$ cat src/acr_pkg.sv
// constants for the converter configuration register group
package acr_pkg;
	localparam logic [14:0] ACR_OFS_INPUT_CFG   = 15'h0011;
	localparam logic [14:0] ACR_OFS_FUSE_LOAD   = 15'h0013;
	localparam logic [14:0] ACR_OFS_PAT_LOW     = 15'h0014;
	localparam logic [14:0] ACR_OFS_PAT_MID     = 15'h0015;
	localparam logic [14:0] ACR_OFS_PAT_HIGH    = 15'h0016;
	localparam logic [7:0]  ACR_RST_INPUT_CFG   = 8'h00;
	localparam logic [7:0]  ACR_RST_FUSE_LOAD   = 8'h00;
	localparam logic [7:0]  ACR_RST_PAT         = 8'h00;
	localparam logic [7:0]  ACR_MASK_INPUT_CFG  = 8'h35;
	localparam logic [7:0]  ACR_MASK_FUSE_LOAD  = 8'h01;
	localparam int          ACR_BIT_SE_A        = 5;
	localparam int          ACR_BIT_SE_B        = 4;
	localparam int          ACR_BIT_LOOP_PDN    = 2;
	localparam int          ACR_BIT_AUTOZERO    = 0;
	localparam int          ACR_BIT_FUSE_LD     = 0;
	localparam int          ACR_SEL_A_LSB       = 2;
	localparam int          ACR_SEL_B_LSB       = 5;
	localparam logic [4:0]  ACR_FRAME_BITS      = 5'h18;
	localparam logic [4:0]  ACR_ADDR_DONE       = 5'h0F;
	localparam logic [4:0]  ACR_DATA_DONE       = 5'h17;
	localparam logic [4:0]  ACR_READ_START      = 5'h10;
	localparam logic [2:0]  ACR_PAT_NORMAL      = 3'h0;
	localparam logic [2:0]  ACR_PAT_RAMP        = 3'h2;
	localparam logic [2:0]  ACR_PAT_CONST       = 3'h3;
	localparam logic [15:0] ACR_RST_SAMPLE      = 16'h0000;
endpackage

$ cat src/acr_pattern_gen.sv
// per-channel test pattern selector between conversion data and patterns
`timescale 1ns/100ps
module acr_pattern_gen
	import acr_pkg::*;
(
	input  wire logic        clock,
	input  wire logic        reset,
	input  wire logic        sample_valid,
	input  wire logic [15:0] conv_data,
	input  wire logic [2:0]  pattern_select,
	input  wire logic [17:0] user_pattern_value,
	output logic      [15:0] data_out
);
	typedef struct packed {
		logic [15:0] ramp;
		logic [15:0] out;
	} acr_pat_state_t;

	acr_pat_state_t s_r;
	acr_pat_state_t s_nxt;

	////////////////////////////////////////////////////////////////////////
	// pattern taken from the top of the 18-bit value: native 16-bit result
	always_comb begin
		s_nxt = s_r;
		if (sample_valid) begin
			unique case (pattern_select)
				ACR_PAT_NORMAL: begin
					s_nxt.out  = conv_data;
					s_nxt.ramp = ACR_RST_SAMPLE;
				end
				ACR_PAT_RAMP: begin
					s_nxt.out  = s_r.ramp;
					s_nxt.ramp = s_r.ramp + user_pattern_value[17:2];
				end
				ACR_PAT_CONST: begin
					s_nxt.out  = user_pattern_value[17:2];
					s_nxt.ramp = ACR_RST_SAMPLE;
				end
				default: begin
					// unused codes give a quiet zero output
					s_nxt.out  = ACR_RST_SAMPLE;
					s_nxt.ramp = ACR_RST_SAMPLE;
				end
			endcase
		end
	end

	always_ff @(posedge clock or posedge reset) begin
		if (reset) begin
			s_r <= '0;
		end else begin
			s_r <= s_nxt;
		end
	end

	assign data_out = s_r.out;

	////////////////////////////////////////////////////////////////////////
	property p_pat_normal;
		@(posedge clock) disable iff (reset)
		sample_valid && pattern_select == ACR_PAT_NORMAL
		|=> data_out == $past(conv_data);
	endproperty
	a_pat_normal: assert property (p_pat_normal)
		else $error("normal mode did not pass conversion data");

	property p_pat_ramp;
		@(posedge clock) disable iff (reset)
		sample_valid && pattern_select == ACR_PAT_RAMP
		##1 sample_valid && pattern_select == ACR_PAT_RAMP
		|=> data_out == $past(data_out) + user_pattern_value[17:2];
	endproperty
	a_pat_ramp: assert property (p_pat_ramp)
		else $error("ramp did not step by the pattern value");
endmodule

$ cat src/acr_config_regs.sv
// configuration register group behind the serial control port
`timescale 1ns/100ps
// Functional notes
// - bit 5 selects channel A single-ended input
// - bit 4 selects channel B single-ended input
// - bit 2 powers sampling loop down, fast only
// - bit 0 autozero, polarity depends on variant
// - fuse load clears earlier serial configuration writes
// - selector picks normal, ramp or constant output
module acr_config_regs
	import acr_pkg::*;
#(
	parameter bit FASTEST_VARIANT = 1'b0
)(
	input  wire logic        clock,
	input  wire logic        reset,
	input  wire logic        sen_n,
	input  wire logic        sclk,
	input  wire logic        sdio_in,
	output logic             sdio_out,
	output logic             sdio_oe,
	input  wire logic        sample_valid,
	input  wire logic [15:0] conv_data_a,
	input  wire logic [15:0] conv_data_b,
	output logic             single_ended_sel_chan_a,
	output logic             single_ended_sel_chan_b,
	output logic             sampling_loop_powerdown,
	output logic             sampling_half_period,
	output logic             autozero_enable,
	output logic             bitmap_load_strobe,
	output logic      [17:0] user_pattern_value,
	output logic      [2:0]  pattern_select_chan_a,
	output logic      [2:0]  pattern_select_chan_b,
	output logic      [15:0] chan_a_out,
	output logic      [15:0] chan_b_out
);
	typedef struct packed {
		logic [1:0]  sen_s;
		logic [2:0]  sclk_s;
		logic [1:0]  sdio_s;
		logic [22:0] shift;
		logic [4:0]  count;
		logic        rd;
		logic [7:0]  tx;
		logic        sdo;
		logic [7:0]  cfg;
		logic [7:0]  fuse;
		logic [7:0]  pat_lo;
		logic [7:0]  pat_mid;
		logic [7:0]  pat_hi;
		logic        reload;
		logic        drv;
	} acr_state_t;

	acr_state_t s_r;
	acr_state_t s_nxt;

	logic        sclk_rise;
	logic        sclk_fall;
	logic        bit_in;
	logic [14:0] rd_addr;
	logic [14:0] wr_addr;
	logic [7:0]  wr_data;
	logic [7:0]  rd_data;
	logic        wr_commit;

	assign sclk_rise = s_r.sclk_s[1] & ~s_r.sclk_s[2];
	assign sclk_fall = ~s_r.sclk_s[1] & s_r.sclk_s[2];
	assign bit_in    = s_r.sdio_s[1];
	assign rd_addr   = {s_r.shift[13:0], bit_in};
	assign wr_addr   = s_r.shift[21:7];
	assign wr_data   = {s_r.shift[6:0], bit_in};
	assign wr_commit = ~s_r.sen_s[1] & sclk_rise & ~s_r.rd &
		(s_r.count == ACR_DATA_DONE);

	////////////////////////////////////////////////////////////////////////
	// read mux; unmapped addresses read zero
	always_comb begin
		unique case (rd_addr)
			ACR_OFS_INPUT_CFG: rd_data = s_r.cfg;
			ACR_OFS_FUSE_LOAD: rd_data = s_r.fuse;
			ACR_OFS_PAT_LOW:   rd_data = s_r.pat_lo;
			ACR_OFS_PAT_MID:   rd_data = s_r.pat_mid;
			ACR_OFS_PAT_HIGH:  rd_data = s_r.pat_hi;
			default:           rd_data = 8'h00;
		endcase
	end

	////////////////////////////////////////////////////////////////////////
	// frame: read flag, 15 address bits, 8 data bits, msb first
	always_comb begin
		s_nxt        = s_r;
		s_nxt.sen_s  = {s_r.sen_s[0], sen_n};
		s_nxt.sclk_s = {s_r.sclk_s[1:0], sclk};
		s_nxt.sdio_s = {s_r.sdio_s[0], sdio_in};
		s_nxt.reload = 1'b0;
		if (s_r.sen_s[1]) begin
			s_nxt.count = 5'h00;
			s_nxt.rd    = 1'b0;
			s_nxt.drv   = 1'b0;
		end else if (sclk_rise && s_r.count < ACR_FRAME_BITS) begin
			s_nxt.shift = {s_r.shift[21:0], bit_in};
			s_nxt.count = s_r.count + 5'h01;
			if (s_r.count == 5'h00) begin
				s_nxt.rd = bit_in;
			end
			if (s_r.count == ACR_ADDR_DONE && s_r.rd) begin
				s_nxt.tx = rd_data;
			end
			if (s_r.count == ACR_DATA_DONE && !s_r.rd) begin
				unique case (wr_addr)
					ACR_OFS_INPUT_CFG: begin
						s_nxt.cfg = wr_data & ACR_MASK_INPUT_CFG;
					end
					ACR_OFS_FUSE_LOAD: begin
						s_nxt.fuse = wr_data & ACR_MASK_FUSE_LOAD;
						// falling strobe loads the map and wipes prior writes
						if (s_r.fuse[ACR_BIT_FUSE_LD] &&
						    !wr_data[ACR_BIT_FUSE_LD]) begin
							s_nxt.reload  = 1'b1;
							s_nxt.cfg     = ACR_RST_INPUT_CFG;
							s_nxt.pat_lo  = ACR_RST_PAT;
							s_nxt.pat_mid = ACR_RST_PAT;
							s_nxt.pat_hi  = ACR_RST_PAT;
						end
					end
					ACR_OFS_PAT_LOW:  s_nxt.pat_lo  = wr_data;
					ACR_OFS_PAT_MID:  s_nxt.pat_mid = wr_data;
					ACR_OFS_PAT_HIGH: s_nxt.pat_hi  = wr_data;
					default: ;
				endcase
			end
		end else if (sclk_fall && s_r.rd && s_r.count >= ACR_READ_START) begin
			// data changes on the falling edge so the host samples it rising
			s_nxt.sdo = s_r.tx[7];
			s_nxt.tx  = {s_r.tx[6:0], 1'b0};
			// enable rises with the first data bit, never ahead of it
			s_nxt.drv = 1'b1;
		end
	end

	always_ff @(posedge clock or posedge reset) begin
		if (reset) begin
			s_r         <= '0;
			s_r.sen_s   <= 2'h3;
			s_r.cfg     <= ACR_RST_INPUT_CFG;
			s_r.fuse    <= ACR_RST_FUSE_LOAD;
			s_r.pat_lo  <= ACR_RST_PAT;
			s_r.pat_mid <= ACR_RST_PAT;
			s_r.pat_hi  <= ACR_RST_PAT;
		end else begin
			s_r <= s_nxt;
		end
	end

	////////////////////////////////////////////////////////////////////////
	// decoded controls
	assign sdio_out = s_r.sdo;
	assign sdio_oe  = ~s_r.sen_s[1] & s_r.drv;
	assign single_ended_sel_chan_a = s_r.cfg[ACR_BIT_SE_A];
	assign single_ended_sel_chan_b = s_r.cfg[ACR_BIT_SE_B];
	// the loop only exists on the fastest variant; half period follows it
	assign sampling_loop_powerdown =
		FASTEST_VARIANT & s_r.cfg[ACR_BIT_LOOP_PDN];
	assign sampling_half_period = sampling_loop_powerdown;
	assign autozero_enable = FASTEST_VARIANT ?
		s_r.cfg[ACR_BIT_AUTOZERO] : ~s_r.cfg[ACR_BIT_AUTOZERO];
	assign bitmap_load_strobe = s_r.reload;
	assign user_pattern_value =
		{s_r.pat_hi[1:0], s_r.pat_mid, s_r.pat_lo};
	assign pattern_select_chan_a = s_r.pat_hi[ACR_SEL_A_LSB +: 3];
	assign pattern_select_chan_b = s_r.pat_hi[ACR_SEL_B_LSB +: 3];

	acr_pattern_gen u_pat_a (
		.clock              (clock),
		.reset              (reset),
		.sample_valid       (sample_valid),
		.conv_data          (conv_data_a),
		.pattern_select     (pattern_select_chan_a),
		.user_pattern_value (user_pattern_value),
		.data_out           (chan_a_out)
	);

	acr_pattern_gen u_pat_b (
		.clock              (clock),
		.reset              (reset),
		.sample_valid       (sample_valid),
		.conv_data          (conv_data_b),
		.pattern_select     (pattern_select_chan_b),
		.user_pattern_value (user_pattern_value),
		.data_out           (chan_b_out)
	);

	////////////////////////////////////////////////////////////////////////
	property p_se_follow;
		@(posedge clock) disable iff (reset)
		wr_commit && wr_addr == ACR_OFS_INPUT_CFG
		|=> single_ended_sel_chan_a == $past(wr_data[ACR_BIT_SE_A]) &&
		single_ended_sel_chan_b == $past(wr_data[ACR_BIT_SE_B]);
	endproperty
	a_se_follow: assert property (p_se_follow)
		else $error("input type select does not follow register");

	property p_loop_pdn;
		@(posedge clock) disable iff (reset)
		sampling_loop_powerdown |-> FASTEST_VARIANT && s_r.cfg[2];
	endproperty
	a_loop_pdn: assert property (p_loop_pdn)
		else $error("sampling loop powered down wrongly");

	property p_autozero;
		@(posedge clock) disable iff (reset)
		autozero_enable == (s_r.cfg[0] ^ !FASTEST_VARIANT);
	endproperty
	a_autozero: assert property (p_autozero)
		else $error("autozero polarity wrong for variant");

	property p_fuse_clear;
		@(posedge clock) disable iff (reset)
		$rose(bitmap_load_strobe) |-> s_r.cfg == 8'h00 &&
		user_pattern_value == 18'h0_0000 && $past(s_r.fuse[0]);
	endproperty
	a_fuse_clear: assert property (p_fuse_clear)
		else $error("fuse load did not clear configuration");

	property p_strobe_pulse;
		@(posedge clock) disable iff (reset)
		bitmap_load_strobe |=> !bitmap_load_strobe;
	endproperty
	a_strobe_pulse: assert property (p_strobe_pulse)
		else $error("map load strobe longer than one cycle");

	property p_pattern_join;
		@(posedge clock) disable iff (reset)
		wr_commit && wr_addr == ACR_OFS_PAT_LOW
		|=> user_pattern_value[7:0] == $past(wr_data);
	endproperty
	a_pattern_join: assert property (p_pattern_join)
		else $error("custom pattern assembled wrongly");

	property p_pattern_high;
		@(posedge clock) disable iff (reset)
		wr_commit && wr_addr == ACR_OFS_PAT_HIGH
		|=> user_pattern_value[17:16] == $past(wr_data[1:0]) &&
		pattern_select_chan_a == $past(wr_data[4:2]);
	endproperty
	a_pattern_high: assert property (p_pattern_high)
		else $error("pattern high bits or selector misplaced");
endmodule

$ cat config.mk
export PLATFORM = sky130hd
export DESIGN_NAME = acr_config_regs
export DESIGN_NICKNAME = d
export VERILOG_FILES = /design/src/acr_pkg.sv /design/src/acr_pattern_gen.sv /design/src/acr_config_regs.sv
export SDC_FILE = /design/constraint.sdc
export NUM_CORES = 1
export LEC_CHECK = 0
export BUFFER_PORTS_ARGS = -buffer_cell sky130_fd_sc_hd__buf_2
export CAP_MARGIN = 15
export CORE_AREA = 3 3 107 151
export CTS_CLUSTER_SIZE = 30
export DETAILED_ROUTE_END_ITERATION = 8
export DIE_AREA = 0 0 110 154
export GPL_ROUTABILITY_DRIVEN = 0
export PLACE_DENSITY = 0.74
export SETUP_SLACK_MARGIN = 0.15
export SYNTH_ARGS = -nofsm -noshare
export SYNTH_HDL_FRONTEND = slang
export SYNTH_SLANG_ARGS = --single-unit
export TNS_END_PERCENT = 1
$ cat constraint.sdc
create_clock -name clock -period 6.05 [get_ports clock]
set_input_delay 0.605 -clock clock [delete_from_list [all_inputs] [get_ports clock]]
set_output_delay 0.605 -clock clock [all_outputs]
set_load 0.02 [all_outputs]
Word level (Yosys, flattened, before mapping)
Cells that the tools add are included.
{ "totals": {"regBits": 143, "input_bits": 38, "output_inout_bits": 64, "elab_cells": 102} }
{ "op_classes": {"n_addsub": 3, "magnitude_cmp": 2, "n_eq_ne": 19, "mux": 22, "bitwise_logic": 8, "reduce_logical": 29} }
{ "ops": {"columns": ["operator", "count"], "rows": [
  ["one-hot mux 32 bit (3 select lines)", 2],
  ["equality test 15 x 5 -> 1 bit (second input constant)", 10],
  ["one-hot mux 8 bit (2 select lines)", 4],
  ["one-hot mux 8 bit (5 select lines)", 1],
  ["adder 16 bit", 2],
  ["two-way mux 25 bit", 1],
  ["two-way mux 8 bit", 3],
  ["AND reduction 5 bit", 4],
  ["nonzero test 2 bit", 8],
  ["equality test 3 x 2 -> 1 bit (second input constant)", 4],
  ["two-way mux 6 bit", 2],
  ["two-way mux 9 bit", 1],
  ["two-way mux 1 bit", 8],
  ["logical AND 1 bit", 6],
  ["logical NOT 3 bit", 2],
  ["AND reduction 2 bit", 3],
  ["AND reduction 3 bit", 2],
  ["adder 5 x 1 -> 5 bit (second input constant)", 1],
  ["equality test 5 x 4 -> 1 bit (second input constant)", 1],
  ["equality test 5 bit (second input constant)", 1],
  ["greater-or-equal comparator 5 bit (second input constant)", 1],
  ["logical NOT 5 bit", 1],
  ["< comparator 5 bit (second input constant)", 1],
  ["inverter 1 bit", 5],
  ["5 further kinds", 9]
]} }

Depth between registers and ports, before layout
Gate-level depths: netlist (run 1).
{ "depth": {"word_depth": 7, "mapped_depth": 9, "ltp_nobuf": 9} }

Cells and area by module
Synthesis (run 1) repeated with hierarchy kept, for this count alone.
{ "unflattened": {"hier_cells": 889, "area_unflattened_um2": 8864.8} }
{ "modules_own_cells": {"columns": ["mod", "n_inst", "cells_per_inst", "area_each_um2", "seq_area_each_um2"], "rows": [
  ["acr_config_regs", 1, 348, 4066.4, 1879.3],
  ["acr_pattern_gen at u_pat_a", 1, 263, 2412.3, 800.8],
  ["acr_pattern_gen at u_pat_b", 1, 278, 2386.0, 800.8]
]} }

Worst setup path after synthesis (run 1)
OpenSTA, ideal clock, no wires.
{ "synth_timing": {"kind": "register to register", "startpoint": "reg s_r, in the netlist user_pattern_value[2]", "endpoint": "reg u_pat_b.s_r[28] (netlist name)", "setup_ps": 69, "arrival_time_ps": 2289, "t_required_ps": 5981, "slack_ps": 3692, "stages_incl_launch_ff": 9, "n_path_buf": 0, "period_less_slack_ps": 2358, "path_cell_list": "dfrtp_1 ha_1 fa_1 a211oi_1 nor2_1 o21ai_1 a21boi_0 or4_1 nand3_1"} }
{ "synth_via": {"elab_chain_cells": 2} }
{ "synth_lines": {"columns": ["item", "line_no", "rtl"], "rows": [
  ["from (decl)", "acr_config_regs.sv:55", "acr_state_t s_r;"],
  ["from (signal assigned)", "acr_config_regs.sv:152", "s_r <= s_nxt;"],
  ["adder 16 bit", "acr_pattern_gen.sv:34", "s_nxt.ramp = s_r.ramp + user_pattern_value[17:2];"],
  ["one-hot mux 32 bit (3 select lines)", "acr_pattern_gen.sv:27", "unique case (pattern_select)"],
  ["to (signal assigned)", "acr_pattern_gen.sv:53", "s_r <= s_nxt;"],
  ["to (decl)", "acr_pattern_gen.sv:19", "acr_pat_state_t s_r;"]
]} }
No other way between the ends.
A chain may end at the register's enable or synchronous reset.

Final worst setup path (run 1)
{ "layout_timing": {"startpoint": "reg s_r, in the netlist s_nxt[84]", "endpoint": "reg s_r, in the netlist pattern_select_chan_a[0]"} }
{ "layout_via": {"elab_chain_cells": 3} }
{ "layout_lines": {"columns": ["item", "line_no", "rtl"], "rows": [
  ["AND 1 bit", "acr_config_regs.sv:67", "assign sclk_rise = s_r.sclk_s[1] & ~s_r.sclk_s[2];"],
  ["logical AND 1 bit", "acr_config_regs.sv:101", "end else if (sclk_rise && s_r.count < ACR_FRAME_BITS) begin"],
  ["AND reduction 5 bit (no line)", null, null]
]} }
No other way between the ends.

==> metrics, run 1 <==
Critical Path Start Type=register; Detailed Route Iter0 Violations=371; Starting Density=0.546; Clock Latency Late Sink=0.42 ns; Final Hold Viols=0; Rel. slew slack=0.247; Final nets=901; layout cells sized above 1=0.202; clock sink count=139; mapped cell area=0.00815 mm²; RSZ-0062 raised after global routing=no; vias per inst=6.21; Finished Core Util=0.599; crit path time final=2.87 ns; Critical Path RT=6.35 ns; synth top area cells=dfrtp_1 42%, o2bb2ai_1 5.8%, buf_4 5.3%; slowest CP cell=and3b_1; first-pass GRT wire length=32,800 µm; drt total wl=20,700 µm; post-synthesis sequential area ratio=0.427; post-synthesis area per instance=10.1 µm²; Initial DRT Pass Iterations=5; warning count from the yosys run=0; core footprint=0.0149 mm²; share of the synthesized area in the top cell type=0.421; Area Overhead vs Synth=9.69%; CP arrival=3.16 ns; number of I/O pins=102; count leader, synth=dfrtp_1; Fillers=1,230; fmax=349 MHz; worst vdd rail ir drop=0.000178 V; Fin Setup TNS=0 ns; final worst-path cycle share=0.474; synth cell count leaders=137 x dfrtp_1, 62 x nor2_1, 58 x a21oi_1, 58 x buf_4, 54 x o2bb2ai_1; Global Route Usage Sum=0.250; skew final=0.0118 ns; CTS-repair resized insts=0; DR DRC count=0; largest net degree at the start of global routing=77; Routed Antenna Nets=0; Die Ht=154 µm; status=finished clean; Post-DP HPWL=14,300 µm; Cell variety after synth=68; clock-pin slew on the worst setup and hold paths=0.06 ns; crit-path max FO=26; Total Power=2.35 mW; Leak Pwr=4.12 nW; DR WL/cell=20.0 µm; antenna cells=0; clk buf depth=2; worst-margin pin slew=1.13 ns; H-tree levels=4; WP buf/inv=0; via count=6,412; CP top delay family=simple AND/OR/NAND/NOR gates; #FFs+latches synth=139; EDFF count, synth=0; CP Class=reg2reg; Die X=110 µm; die footprint=0.0169 mm²; row count=53; r2r setup slk=3.18 ns; hold depth=1; cell mode on critical path=nor2_2; dominant synthesized flop cell=dfrtp_1; async set-reset flop share out of synthesis=1.00; reg2reg start=s_nxt[84]; Critical R2R Capture=pattern_select_chan_a[0]; vias in the first global route=6,339; final setup violation count=0; TritonCTS clock tree=yes; Hold Startpoint=sen_n; Hold Crit Class=in2reg; hold bufs inserted after CTS=0; antenna violations before repair=0; Mapped Cells=806; endpoint class of the critical path=register; Max Slew Vio Count=0; Setup Buffers After CTS=0; number of buffers created by CTS=17; Cell Chain, Critical Path=nor2b_1 -> and3b_1 -> nand4_1 -> nor2_2 -> nor2_2 -> a22o_1; r2r worst-path depth=6; Hold Path End=s_nxt[86]; biggest area consumer among synthesized cells=dfrtp_1; power per cell area=263 mW/mm²; Root Driver=clkbuf_16; CP max stage delay=0.97 ns; max_cap viols=0; PortBufs=99; grt total ovfl=0
## power by group
part | internal, mW | leakage, nW | switching (mW)
registers | 0.977 | 1.85 | 0.0767
clock network | 0.694 | 0.295 | 0.415
logic | 0.0793 | 1.97 | 0.113
total | 1.75 | 4.12 | 0.605
## sequential cells by signal (all words and copies together), names as in the netlist
register / cells
s_nxt: 4
single_ended_sel_chan_b: 1
u_pat_a.data_out: 16
single_ended_sel_chan_a: 1
pattern_select_chan_b: 3
u_pat_b.s_r: 16
pattern_select_chan_a: 3
sdio_out: 1
u_pat_a.s_r: 16
rd_addr: 14
bit_in: 1
bitmap_load_strobe: 1
user_pattern_value: 18
u_pat_b.data_out: 16
s_r: 28
## cell type report
type | count | area [µm²] | area share
Clock buffer | 19 | 433 | 0.0484
Clock inverter | 13 | 191 | 0.0214
Inverter | 19 | 76.3 | 0.00854
Multi-Input combinational cell | 550 | 4010 | 0.448
Sequential cell | 139 | 3480 | 0.389
Tap cell | 192 | 240 | 0.0269
Timing Repair Buffer | 101 | 510 | 0.0571
## layout by cell type, fill, tap and decap left out, drive strengths merged, types with 4 or more instances in the layout
cell / instances
mux2i: 42
a21oi: 58
dfrtp: 137
xor2: 11
nand4: 7
nor2b: 5
o21ai: 29
nor4b: 4
xnor2: 11
ha: 33
o31ai: 4
nor3: 13
a21o: 8
nand2: 42
o21bai: 4
nor3b: 5
a22oi: 4
and2: 6
a22o: 28
o2bb2ai: 54
or3: 4
nor4: 10
bufinv: 4
mux2: 24
o211ai: 7
nand3: 10
clkbuf: 19
inv: 22
o21a: 5
nand2b: 7
a211oi: 9
nor2: 66
buf: 101
## layer usage
metal	vias up	part of all wire	GRT usage
met2	228	0.51	0.422
met4	0	0.045	0.122
met1	3150	0.39	0.292
met5	-	0	0
met3	65	0.058	0.0588
li1	2969	-	-
## kinds of logic (layout without fill, tap and decap cells)
family | count (synthesis) | count (layout) | synth area share
buf+inv | 118 | 152 | 0.0817
flops | 139 | 139 | 0.427
fa+ha+maj | 35 | 35 | 0.0556
xor+xnor | 22 | 22 | 0.0236
other cells | 1 | 2 | 0.000460
simple gates | 193 | 193 | 0.124
compound gates | 232 | 232 | 0.203
mux | 66 | 66 | 0.0847
## worst reg2reg max path: cells and delay by family, from the launching register on
kind,cells,cell delay (ns)
simple gates,5,2.17
flops,1,0.37
compound gates,1,0.21
## stage by stage
| step | instance area (µm²) | hold WS, ns | std cells | setup WS [ns] |
|---|---|---|---|---|
| floorplan | 8160 | 0.331 | 807 | 1.72 |
| global placement | 8320 | 0.334 | 1001 | 3.37 |
| detailed placement | 8320 | 0.335 | 1001 | 3.25 |
| CTS | 8940 | 0.270 | 1033 | 3.20 |
| global route | 8940 | 0.273 | 1033 | 2.97 |
| finish | 8940 | 0.281 | 1033 | 3.18 |
## how the worst max path moves through the flow
stage | from | end | slack (ns) | cells past startpoint
floorplan | reset | bit_in | 1.72 | 1
global placement | s_nxt[84] | pattern_select_chan_b[1] | 3.37 | 6
detailed placement | s_nxt[84] | pattern_select_chan_a[0] | 3.25 | 6
CTS | s_nxt[84] | pattern_select_chan_a[0] | 3.20 | 6
global route | s_nxt[84] | pattern_select_chan_a[0] | 2.97 | 6
finish | s_nxt[84] | pattern_select_chan_a[0] | 3.18 | 6
Power figures use the tool's default switching activity.
==> run 2, diff against run 1 <==
clock period = 2.8 ns   (was 6.05 ns; I/O delays follow)
==> metrics, run 2 (same netlist as run 1, synthesis figures left out) <==
Die X=110 µm; antenna violations before repair=1; clock-pin slew on the worst setup and hold paths=0.06 ns; Routed Antenna Nets=0; Cell Chain, Critical Path=ha_1 -> fa_1 -> a211oi_1 -> nor2_1 -> o21ai_1 -> a21boi_0 -> or4_1 -> nand3_1; Critical Path RT=3.15 ns; Fillers=1,241; Clock Latency Late Sink=0.42 ns; vias per inst=6.26; Sequential Area=0.00348 mm²; Starting Density=0.546; worst-margin pin slew=0.693 ns; Rel. slew slack=0.538; Fin Setup TNS=0 ns; number of buffers created by CTS=17; via count=6,640; commonest non-fill, non-tap cell in the layout=dfrtp_1; PortBufs=99; CP top delay family=adder cells; CP Class=reg2reg; grt total ovfl=0; Setup Buffers After CTS=0; final cell count without fillers=1,061; Global Route Usage Sum=0.271; fmax=386 MHz; drt total wl=22,300 µm; die footprint=0.0169 mm²; r2r setup slk=0.21 ns; Leak Pwr=4.24 nW; RSZ-0062 raised after global routing=yes; DR DRC count=0; DR WL/cell=21.0 µm; slowest CP cell=or4_1; status=finished clean; Hold WS=0.284 ns; Hold Crit Class=in2reg; H-tree levels=4; final setup violation count=0; first-pass GRT wire length=35,800 µm; Critical Path Start Type=register; crit path time final=2.59 ns; Inst Count DP=1,025; Biggest register=s_r; endpoint class of the critical path=register; multi-input logic area=0.00402 mm²; CP max stage delay=0.50 ns; largest net degree at the start of global routing=57; Die Ht=154 µm; Post-DP HPWL=16,000 µm; Final Hold Viols=0; WP buf/inv=0; Final nets=929; worst vdd rail ir drop=0.000372 V; row count=53; number of I/O pins=102; power per cell area=532 mW/mm²; Initial DRT Pass Iterations=6; Root Driver=clkbuf_16; Detailed Route Iter0 Violations=549; Max Slew Vio Count=0; crit-path max FO=4; Area Overhead vs Synth=11.8%; CP arrival=2.93 ns; antenna cells=0; most frequent cells in the layout=137 x dfrtp_1, 99 x buf_2, 62 x nor2_1; max_cap viols=0; vias in the first global route=6,965; TritonCTS clock tree=yes; skew final=0.0107 ns; core footprint=0.0149 mm²; final worst-path cycle share=0.924; clock sink count=139; clk buf depth=2; layout cells sized above 1=0.220; Largest register FFs=28
## run 2: cell types whose count changed in the layout (fill, tap and decap cells not counted), sizes merged
cell	before	now
buf	101	125
bufinv	4	2
dlygate4sd3	0	4
clkbuf	19	23
clkinv	3	6
inv	22	17
## run 2: timing repair
item,CTS,global route
endpoints found under the hold margin,28,0
gates resized for setup,0,2
hold buffers,4,0
setup endpoints to repair,0,6
## run 2: final timing paths
path                                        from                   end  depth (start not counted)
max                        user_pattern_value[2]       u_pat_b.s_r[28]                          8
min                              conv_data_a[12]  u_pat_a.data_out[12]                          5
max reg2reg                user_pattern_value[2]       u_pat_b.s_r[28]                          8
min reg2reg                            s_nxt[86]               s_r[86]                          0
max in group asynchronous                  reset       u_pat_b.s_r[17]                          4
min in group asynchronous                  reset           rd_addr[13]                          3
## run 2: through the flow
stage | setup slack, ns | power (mW) | utilization | cell area [µm²]
detailed placement | 0.224 | 2.74 | 0.571 | 8520
finish | 0.212 | 4.85 | 0.611 | 9120
global route | 0.102 | 5.02 | 0.611 | 9120
global placement | 0.282 | 2.72 | 0.571 | 8520
CTS | 0.221 | 4.87 | 0.610 | 9110
floorplan | 0.442 | 2.61 | - | 8160
## run 2: area by class of cell
cell class / count / area share
flip-flops and latches: 139 / 0.382
multi-input cells: 550 / 0.441
clock buffers: 23 / 0.0491
inverters: 19 / 0.00823
repair buffers: 129 / 0.0829
clock inverters: 9 / 0.0110
well taps: 192 / 0.0263
## run 2: per-layer routing
metal  GRT usage  routed length (µm)
met5           0                  13
met1       0.314                8410
met2       0.459               11400
met3      0.0538                1300
met4       0.150                1200
## run 2: power breakdown
group	internal (mW)	switching (mW)	total (mW)
clock	1.30	0.834	2.14
sequential	2.11	0.161	2.27
combinational	0.184	0.257	0.441
## run 2: worst reg2reg max path, delay by kind of cell (launching register included)
kind / cells / cell delay (ns)
AO/OA/AOI/OAI: 3 / 0.63
adder cells (fa/ha/maj): 2 / 0.75
flip-flops: 1 / 0.42
AND/OR/NAND/NOR: 3 / 0.74
